$ cat config.mk
export PLATFORM = sky130hd
export DESIGN_NAME = sfe_top
export DESIGN_NICKNAME = d
export VERILOG_FILES = /design/src/sfe_permit.v /design/src/sfe_sync.v /design/src/sfe_top.v
export VERILOG_INCLUDE_DIRS = /design/src
export SDC_FILE = /design/constraint.sdc
export NUM_CORES = 1
export LEC_CHECK = 0
export BUFFER_PORTS_ARGS = -buffer_cell sky130_fd_sc_hd__clkbuf_2
export CORE_MARGIN = 10
export CORE_UTILIZATION = 55
export CTS_CLUSTER_SIZE = 25
export DETAILED_ROUTE_END_ITERATION = 6
export PLACE_DENSITY = 0.72
export SETUP_SLACK_MARGIN = 0.2
export SLEW_MARGIN = 25
export SYNTH_ARGS = -nofsm -noshare
export SYNTH_HDL_FRONTEND = slang
export SYNTH_SLANG_ARGS = --single-unit
$ cat constraint.sdc
create_clock -name clk_sys -period 7.5 [get_ports clk_sys]
set_input_delay 2.25 -clock clk_sys [delete_from_list [all_inputs] [get_ports clk_sys]]
set_output_delay 2.25 -clock clk_sys [all_outputs]
set_load 0.1 [all_outputs]
$ cat src/sfe_map.vh
// Constants for the squib fire-enable timer block: commands, fields, timing.
// Assumes a 10 MHz system clock and an 8-bit mode-0 serial link from the host.
// Overview of operation
// - Continuity command answers 1 per squib with intact low pin, else 0.
// - A continuity result is cleared once shifted out on the next command.
// - Resistance command returns eight comparator bits, 1 when above threshold.
// - Resistance measurements are inhibited while any driver is firing.
// - Loop short test: squib under test bit is 1 on normal current.
// - Loop short test: other bits are 1 when shorted to tested squib.
// - More than two squibs shorted together gives an all-zero answer.
// - Reset low clears functions, shift registers, timers, drivers and programming.
// - Permit low blocks firing; diagnostics stay reachable over the link.
// - After fire command drivers follow permit unless hold keeps it active.
// - A permit counts as active only after staying high past the filter.
// - Permit falling keeps the enable active until its hold timer expires.
// - Hold delay 1 to 255 ms in 1 ms steps, default 0 means none.
// - Hold timer reloads to programmed value when permit rises.
// - Any reset sets both programmed hold delays to zero.
// - Permit diagnostic byte shows the live level of each permit input.
// - Unlock byte clears the delay, the following byte sets it in ms.
// - Programmed delay is shifted back on the following transfer.
// - Every unlock byte is echoed back on the serial data output.
// - Per squib 8-bit step counter runs while driver on and current high.
// - Timing registers clear to zero at power-on and by command.
// - Status command returns current comparators, captured at its own end, shifted out on the next command.
// - Measurement reset command clears timers of squibs whose bit is 1.
`ifndef SFE_MAP_VH
`define SFE_MAP_VH
`define SFE_CLK_KHZ 10000
`define SFE_FILTER_NS 12000
`define SFE_FILTER_CYC ((`SFE_FILTER_NS * `SFE_CLK_KHZ + 999999) / 1000000)
`define SFE_TICK_US 1000
`define SFE_TICK_CYC ((`SFE_TICK_US * `SFE_CLK_KHZ) / 1000)
`define SFE_STEP_CYC 10
`define SFE_HOLD_RESET 8'h00
`define SFE_TIMER_RESET 8'h00
`define SFE_CMD_UNLOCK_A 8'h80
`define SFE_CMD_UNLOCK_B 8'h81
`define SFE_CMD_CONT 8'hc2
`define SFE_CMD_PERMIT 8'hc8
`define SFE_CMD_MEAS_STAT 8'h79
`define SFE_HI_RES 6'h34
`define SFE_HI_LOOP 4'he
`define SFE_HI_MEAS 4'h7
`define SFE_HI_MCLR 4'h3
`define SFE_HI_FIRE 4'ha
`define SFE_SYNC_W 29
`endif

$ cat src/sfe_permit.v
// One fire-permit channel: glitch filter plus programmable hold timer.
// Assumes a synchronised permit level and a one-cycle 1 ms tick.
`timescale 1ns/100ps
`include "sfe_map.vh"
module sfe_permit #(
  parameter FILTER_CYC = `SFE_FILTER_CYC
) (
  input wire clk_sys,
  input wire rst_n,
  input wire permit_in,
  input wire tick_ms,
  input wire [7:0] hold_prog,
  output wire active
);
  reg [7:0] filt_reg;
  reg filt_lvl_reg;
  reg [7:0] hold_reg;

  // Filter stops a short spike from arming the hold, which would turn the
  // latch into a glitch catcher
  always @(posedge clk_sys or negedge rst_n)
  begin
    if (!rst_n)
    begin
      filt_reg <= 8'h00;
      filt_lvl_reg <= 1'b0;
    end
    else if (!permit_in)
    begin
      filt_reg <= 8'h00;
      filt_lvl_reg <= 1'b0;
    end
    else if (filt_reg < FILTER_CYC[7:0])
      filt_reg <= filt_reg + 8'h01;
    else
      filt_lvl_reg <= 1'b1;
  end

  // Hold reloads while high, so a rise always restarts the full delay.
  // The tick is free running: effective hold is between N-1 and N ms.
  always @(posedge clk_sys or negedge rst_n)
  begin
    if (!rst_n)
      hold_reg <= `SFE_HOLD_RESET;
    else if (filt_lvl_reg)
      hold_reg <= hold_prog;
    else if (tick_ms && hold_reg != 8'h00)
      hold_reg <= hold_reg - 8'h01;
  end

  assign active = filt_lvl_reg | (hold_reg != 8'h00);
endmodule // sfe_permit

$ cat src/sfe_sync.v
// Two-stage level synchroniser, one bit per lane.
// Assumes inputs are asynchronous to clk_sys and held several clocks.
`timescale 1ns/100ps
module sfe_sync #(
  parameter W = 1
) (
  input wire clk_sys,
  input wire rst_n,
  input wire [W-1:0] async_in,
  output reg [W-1:0] sync_out
);
  reg [W-1:0] meta_reg;

  // First stage feeds only the second stage
  always @(posedge clk_sys or negedge rst_n)
  begin
    if (!rst_n)
    begin
      meta_reg <= {W{1'b0}};
      sync_out <= {W{1'b0}};
    end
    else
    begin
      meta_reg <= async_in;
      sync_out <= meta_reg;
    end
  end
endmodule // sfe_sync

$ cat src/sfe_top.v
// Digital core of a four-squib driver: serial command slave, permit hold
// timers, firing-current duration counters and latched diagnostic answers.
// Assumes analog comparators deliver levels on pins, asynchronous to clk_sys.
`timescale 1ns/100ps
`include "sfe_map.vh"
module sfe_top #(
  parameter TICK_CYC = `SFE_TICK_CYC,
  parameter STEP_CYC = `SFE_STEP_CYC
) (
  input wire clk_sys,
  input wire rst_n,
  input wire spi_sclk,
  input wire spi_cs_n,
  input wire spi_mosi,
  output reg spi_miso,
  output reg spi_miso_oe,
  input wire fire_permit_a,
  input wire fire_permit_b,
  input wire [3:0] low_pin_continuity_ok,
  input wire [7:0] res_cmp,
  input wire [3:0] loop_test_current_ok,
  input wire [3:0] loop_shorted_to_tested,
  input wire [3:0] measure_current_threshold,
  output reg [3:0] squib_high_drive,
  output reg [1:0] permit_active
);
  reg rst_meta_reg;
  reg rst_sync_reg;
  wire rst_i_n;

  // Reset release through two flops
  always @(posedge clk_sys or negedge rst_n)
  begin
    if (!rst_n)
    begin
      rst_meta_reg <= 1'b0;
      rst_sync_reg <= 1'b0;
    end
    else
    begin
      rst_meta_reg <= 1'b1;
      rst_sync_reg <= rst_meta_reg;
    end
  end
  assign rst_i_n = rst_sync_reg;

  wire [`SFE_SYNC_W-1:0] sync_w;

  // Select enters inverted so the cleared synchroniser reads as idle after reset,
  // otherwise a false select edge would enable the data output for two clocks
  sfe_sync #(
    .W(`SFE_SYNC_W)
  ) u_sync (
    .clk_sys(clk_sys),
    .rst_n(rst_i_n),
    .async_in({spi_sclk, ~spi_cs_n, spi_mosi, fire_permit_b, fire_permit_a,
      low_pin_continuity_ok, res_cmp, loop_test_current_ok,
      loop_shorted_to_tested, measure_current_threshold}),
    .sync_out(sync_w)
  );

  wire sclk_s = sync_w[28];
  wire cs_n_s = ~sync_w[27];
  wire mosi_s = sync_w[26];
  wire [1:0] permit_s = sync_w[25:24];
  wire [3:0] cont_s = sync_w[23:20];
  wire [7:0] res_s = sync_w[19:12];
  wire [3:0] loop_cur_s = sync_w[11:8];
  wire [3:0] loop_sh_s = sync_w[7:4];
  wire [3:0] meas_s = sync_w[3:0];

  // 1 ms tick and measurement step enables
  reg [13:0] tick_cnt_reg;
  reg tick_reg;
  reg [7:0] step_cnt_reg;
  reg step_reg;

  always @(posedge clk_sys or negedge rst_i_n)
  begin
    if (!rst_i_n)
    begin
      tick_cnt_reg <= 14'h0000;
      tick_reg <= 1'b0;
    end
    else if (tick_cnt_reg == TICK_CYC[13:0] - 14'h0001)
    begin
      tick_cnt_reg <= 14'h0000;
      tick_reg <= 1'b1;
    end
    else
    begin
      tick_cnt_reg <= tick_cnt_reg + 14'h0001;
      tick_reg <= 1'b0;
    end
  end

  always @(posedge clk_sys or negedge rst_i_n)
  begin
    if (!rst_i_n)
    begin
      step_cnt_reg <= 8'h00;
      step_reg <= 1'b0;
    end
    else if (step_cnt_reg == STEP_CYC[7:0] - 8'h01)
    begin
      step_cnt_reg <= 8'h00;
      step_reg <= 1'b1;
    end
    else
    begin
      step_cnt_reg <= step_cnt_reg + 8'h01;
      step_reg <= 1'b0;
    end
  end

  // Permit channels
  reg [7:0] hold_a_reg;
  reg [7:0] hold_b_reg;
  wire [1:0] act_w;

  sfe_permit u_permit_a (
    .clk_sys(clk_sys),
    .rst_n(rst_i_n),
    .permit_in(permit_s[0]),
    .tick_ms(tick_reg),
    .hold_prog(hold_a_reg),
    .active(act_w[0])
  );

  sfe_permit u_permit_b (
    .clk_sys(clk_sys),
    .rst_n(rst_i_n),
    .permit_in(permit_s[1]),
    .tick_ms(tick_reg),
    .hold_prog(hold_b_reg),
    .active(act_w[1])
  );

  // Serial slave, mode 0: sample on rising, shift out on falling
  reg sclk_d_reg;
  reg cs_d_reg;
  reg [7:0] rx_reg;
  reg [7:0] tx_reg;
  reg [3:0] bits_reg;
  reg [7:0] resp_reg;
  wire sclk_rise = sclk_s & ~sclk_d_reg;
  wire sclk_fall = ~sclk_s & sclk_d_reg;
  wire cs_fall = ~cs_n_s & cs_d_reg;
  wire cs_rise = cs_n_s & ~cs_d_reg;
  wire cmd_valid = cs_rise && bits_reg == 4'h8;

  always @(posedge clk_sys or negedge rst_i_n)
  begin
    if (!rst_i_n)
    begin
      sclk_d_reg <= 1'b0;
      cs_d_reg <= 1'b1;
      rx_reg <= 8'h00;
      tx_reg <= 8'h00;
      bits_reg <= 4'h0;
    end
    else
    begin
      sclk_d_reg <= sclk_s;
      cs_d_reg <= cs_n_s;
      if (cs_fall)
      begin
        tx_reg <= resp_reg;
        bits_reg <= 4'h0;
      end
      else if (!cs_n_s && sclk_rise)
      begin
        rx_reg <= {rx_reg[6:0], mosi_s};
        if (bits_reg != 4'hf)
          bits_reg <= bits_reg + 4'h1;
      end
      else if (!cs_n_s && sclk_fall)
        tx_reg <= {tx_reg[6:0], 1'b0};
    end
  end

  // Loop-short answer packing
  function [7:0] loop_byte;
    input [1:0] sel;
    input [3:0] cur;
    input [3:0] sh;
    reg [3:0] b;
    integer k;
    integer n;
    begin
      b = 4'h0;
      n = 0;
      for (k = 0; k < 4; k = k + 1)
      begin
        if (k == sel)
          b[k] = cur[k];
        else
        begin
          b[k] = sh[k];
          n = n + (sh[k] ? 1 : 0);
        end
      end
      if (n >= 2)
        loop_byte = 8'h00;
      else
        loop_byte = {4'h0, b};
    end
  endfunction

  // Measurement duration counters, one per squib
  reg [3:0] fire_mask_reg;
  reg [3:0] mclr_mask_reg;
  reg [7:0] meas_reg [0:3];
  wire [3:0] drive_w = fire_mask_reg & {act_w[1], act_w[1], act_w[0], act_w[0]};
  wire firing = |squib_high_drive;

  genvar g;
  generate
    for (g = 0; g < 4; g = g + 1)
    begin : g_meas
      always @(posedge clk_sys or negedge rst_i_n)
      begin
        if (!rst_i_n)
          meas_reg[g] <= `SFE_TIMER_RESET;
        else if (mclr_mask_reg[g])
          meas_reg[g] <= `SFE_TIMER_RESET;
        else if (squib_high_drive[g] && meas_s[g] && step_reg && meas_reg[g] != 8'hff)
          meas_reg[g] <= meas_reg[g] + 8'h01;
      end
    end
  endgenerate

  // Command decode when select rises after a frame of exactly eight bits
  reg [1:0] unlock_reg;
  reg [7:0] resp_next;

  always @*
  begin
    resp_next = 8'h00;
    if (unlock_reg == 2'b01 || unlock_reg == 2'b10)
      resp_next = rx_reg;
    else if (rx_reg == `SFE_CMD_UNLOCK_A || rx_reg == `SFE_CMD_UNLOCK_B)
      resp_next = rx_reg;
    else if (rx_reg == `SFE_CMD_CONT)
      resp_next = {4'h0, cont_s};
    else if (rx_reg[7:2] == `SFE_HI_RES)
      resp_next = firing ? 8'h00 : res_s;
    else if (rx_reg[7:4] == `SFE_HI_LOOP)
      resp_next = loop_byte(rx_reg[1:0], loop_cur_s, loop_sh_s);
    else if (rx_reg == `SFE_CMD_PERMIT)
      resp_next = {6'h00, permit_s};
    else if (rx_reg == `SFE_CMD_MEAS_STAT)
      resp_next = {4'h0, meas_s};
    else if (rx_reg[7:4] == `SFE_HI_MEAS && rx_reg[3:2] == 2'b00)
      resp_next = meas_reg[rx_reg[1:0]];
  end

  always @(posedge clk_sys or negedge rst_i_n)
  begin
    if (!rst_i_n)
    begin
      resp_reg <= 8'h00;
      unlock_reg <= 2'b00;
      hold_a_reg <= `SFE_HOLD_RESET;
      hold_b_reg <= `SFE_HOLD_RESET;
      fire_mask_reg <= 4'h0;
      mclr_mask_reg <= 4'h0;
    end
    else
    begin
      mclr_mask_reg <= 4'h0;
      if (cmd_valid)
      begin
        resp_reg <= resp_next;
        unlock_reg <= 2'b00;
        if (unlock_reg == 2'b01)
          hold_a_reg <= rx_reg;
        else if (unlock_reg == 2'b10)
          hold_b_reg <= rx_reg;
        else if (rx_reg == `SFE_CMD_UNLOCK_A)
        begin
          hold_a_reg <= 8'h00;
          unlock_reg <= 2'b01;
        end
        else if (rx_reg == `SFE_CMD_UNLOCK_B)
        begin
          hold_b_reg <= 8'h00;
          unlock_reg <= 2'b10;
        end
        else if (rx_reg[7:4] == `SFE_HI_FIRE)
          fire_mask_reg <= rx_reg[3:0];
        else if (rx_reg[7:4] == `SFE_HI_MCLR)
          mclr_mask_reg <= rx_reg[3:0];
      end
    end
  end

  // Registered outputs; drivers track permits while the fire mask stands
  always @(posedge clk_sys or negedge rst_i_n)
  begin
    if (!rst_i_n)
    begin
      spi_miso <= 1'b0;
      spi_miso_oe <= 1'b0;
      squib_high_drive <= 4'h0;
      permit_active <= 2'b00;
    end
    else
    begin
      spi_miso <= tx_reg[7];
      spi_miso_oe <= ~cs_n_s;
      squib_high_drive <= drive_w;
      permit_active <= act_w;
    end
  end
endmodule // sfe_top

==> metrics.yaml <==
slew_headroom: 0.332
htreeDepth: 1
finalClockSkew_ns: 0.0115
grt_usage: 0.174
cts_resized: 0
synth_fp_nets: 857
max-cap-violations: 0
num_vias: 6232
cts-root-buf: "clkbuf_16"
drc: 0
synthCells: 806
grt_setup_unrepaired: "false"
fin_util: 0.623
die_h_um: 150
fin_crit_sh: 0.566
synthToLayoutAreaGrowth_pct: 11.2
finalSetupViolations: 0
hold_viol_final: 0
core_um2: 16500
postCtsHoldBufs: 0
grt_max_degree: 83
synthArstFlopShare: 1.00
path_max_fanout: 24
status: "completed"
yosysWarnings: 0
ys_seq_area_frac: 0.579
numCtsBuffers: 23
powerDensity_nw_per_um2: 233
grt_pass1_vias: 6438
slew_violations: 0
place.gp.congestion: 0.925
port_buffers: 38
largest_reg_flops: 32
crit_path_end_kind: "flop"
final_antenna_net_count: 0
drt-pass1-iter-count: 5
clock-sinks: 214
grt_pass1_wl_mm: 32.1
regArea_um2: 5360
ir_worst_vdd_mv: 0.172
final_layout_size_suffix_gt1_frac: 0.115
syn_area_per_cell_um2: 11.5
ys_ff_latch: 214
path_class: "reg2reg"
synth_cell_types: 71
synth-main-ff-cell: "dfrtp_1"
die_w_um: 150
via_per_inst: 5.80
drtIter0Drc: 368
ios: 39
post_cts_buffers: 0
routed_wl_mm: 18.9
detail_route.wl_per_cell_um: 17.6
min_path_type: "reg2reg"
final_cell_mix: "212 x dfrtp_1, 76 x nor2_1, 46 x nand2_1"
synth-edff-count: 0
worst-slew-pin-transition_ns: 1.00
max_freq_mhz: 235
netlist_area_um2: 9260
clk_latency_ns: 0.50
cts_max_path_buffers: 3
grt-ovfl-total: 0
crit_path_start_kind: "flop"
period_needed_ns: 4.25
holdWs_ns: 0.341
start_util: 0.560
p_leak_uw: 0.00481
antenna_found_initial: 0
core.rowCount: 47
nNetsFinal: 891
dieArea_um2: 22400
multi_input_area_um2: 3640
final_common_cell: "dfrtp_1"
fillers: 1304
cp.arrival_ns: 4.66
dp_hpwl_mm: 13.1
diodes: 0
cts_tree: "built"
fin_setup_tns_ns: 0
clk_pin_slew_ns: 0.07
cp.required_ns: 7.91
[power by group]
part	switching (uW)	total, uW	leakage [uW]	internal (uW)
combinational	65.8	123	0.00166	57.7
clock	431	1030	0.000334	595
sequential	66.0	1250	0.00282	1180
total	563	2400	0.00481	1840
[worst max-delay path, cell delays in order, from the launching register on]
cell,delay (ns)
dfrtp_1,1.00
nor2b_1,0.61
mux2_2,0.41
ha_1,0.19
ha_1,0.29
mux2_2,0.27
ha_1,0.28
a2111o_1,0.43
o32ai_2,0.33
o221ai_2,0.15
a41oi_2,0.19
[final timing paths]
| path | cells after the start | endpoint | slack, ns | start |
|---|---|---|---|---|
| max | 10 | resp_reg[0] | 3.25 | rx_reg[0] |
| min | 0 | u_sync.sync_out[5] | 0.34 | u_sync.meta_reg[5] |
| max reg2reg | 10 | resp_reg[0] | 3.25 | rx_reg[0] |
| min reg2reg | 0 | u_sync.sync_out[5] | 0.34 | u_sync.meta_reg[5] |
| max in group asynchronous | 1 | bits_reg[1] | 5.74 | rst_i_n |
| min in group asynchronous | 0 | u_sync.meta_reg[25] | 0.40 | rst_i_n |
[synth_stat cells (3+ instances only)]
| cell type | n | share of area |
|---|---|---|
| dfrtp_1 | 213 | 0.58 |
| nor2_1 | 76 | 0.031 |
| nand2_1 | 46 | 0.019 |
| xor2_1 | 37 | 0.035 |
| inv_1 | 30 | 0.012 |
| o21ai_0 | 29 | 0.016 |
| nand3_1 | 27 | 0.015 |
| nand4_1 | 27 | 0.018 |
| and2_1 | 26 | 0.018 |
| ha_1 | 20 | 0.027 |
| clkbuf_1 | 19 | 0.0077 |
| xnor2_1 | 19 | 0.018 |
| a21oi_1 | 18 | 0.0097 |
| mux2i_1 | 18 | 0.019 |
| o21ai_1 | 18 | 0.0097 |
| and3_1 | 16 | 0.011 |
| a22oi_1 | 10 | 0.0081 |
| a31oi_1 | 10 | 0.0068 |
| nor2b_1 | 10 | 0.0068 |
| a22o_1 | 9 | 0.0085 |
| mux2_2 | 9 | 0.011 |
| o21a_1 | 8 | 0.0065 |
| nor3_1 | 7 | 0.0038 |
| nor4_1 | 7 | 0.0047 |
| or3_1 | 7 | 0.0047 |
| mux4_1 | 6 | 0.017 |
| o221ai_1 | 6 | 0.0057 |
| buf_1 | 5 | 0.0020 |
| buf_2 | 5 | 0.0027 |
| nor4b_1 | 5 | 0.0047 |
| a211oi_1 | 4 | 0.0032 |
| nor3b_1 | 4 | 0.0032 |
| nand2b_1 | 3 | 0.0020 |
[area by class of cell]
class,count,share of cell area
Clock buffer,34,0.0628
Clock inverter,6,0.00353
Inverter,30,0.0109
Multi-Input combinational cell,530,0.354
Sequential cell,214,0.521
Tap cell,220,0.0267
Timing Repair Buffer,41,0.0210
[cells by family after synthesis]
| logic type | synth area share |
|---|---|
| AOI/OAI and AO/OA | 0.0995 |
| muxes | 0.0547 |
| DFF | 0.579 |
| buffers and inverters | 0.0278 |
| other | 0.000405 |
| and+or+nand+nor | 0.159 |
| adders and majority gates | 0.0270 |
| xor gates and xnor gates | 0.0530 |
[per-layer routing]
| layer | vias up | GRT usage | wire length (um) |
|---|---|---|---|
| met3 | 35 | 0.0365 | 1120 |
| li1 | 2923 | - | - |
| met1 | 3111 | 0.232 | 8180 |
| met5 | - | 0 | 0 |
| met4 | 0 | 0.0505 | 477 |
| met2 | 163 | 0.281 | 9090 |
[stage by stage]
step / total power (uW) / cells / instance area (um2) / setup WS [ns]
floorplan: 1350 / 806 / 9260 / 1.10
global placement: 1390 / 1035 / 9610 / 3.42
detailed placement: 1390 / 1035 / 9610 / 3.29
CTS: 2420 / 1075 / 10300 / 3.27
global route: 2500 / 1075 / 10300 / 2.95
finish: 2400 / 1075 / 10300 / 3.25
(Power assumes the default switching activity.)
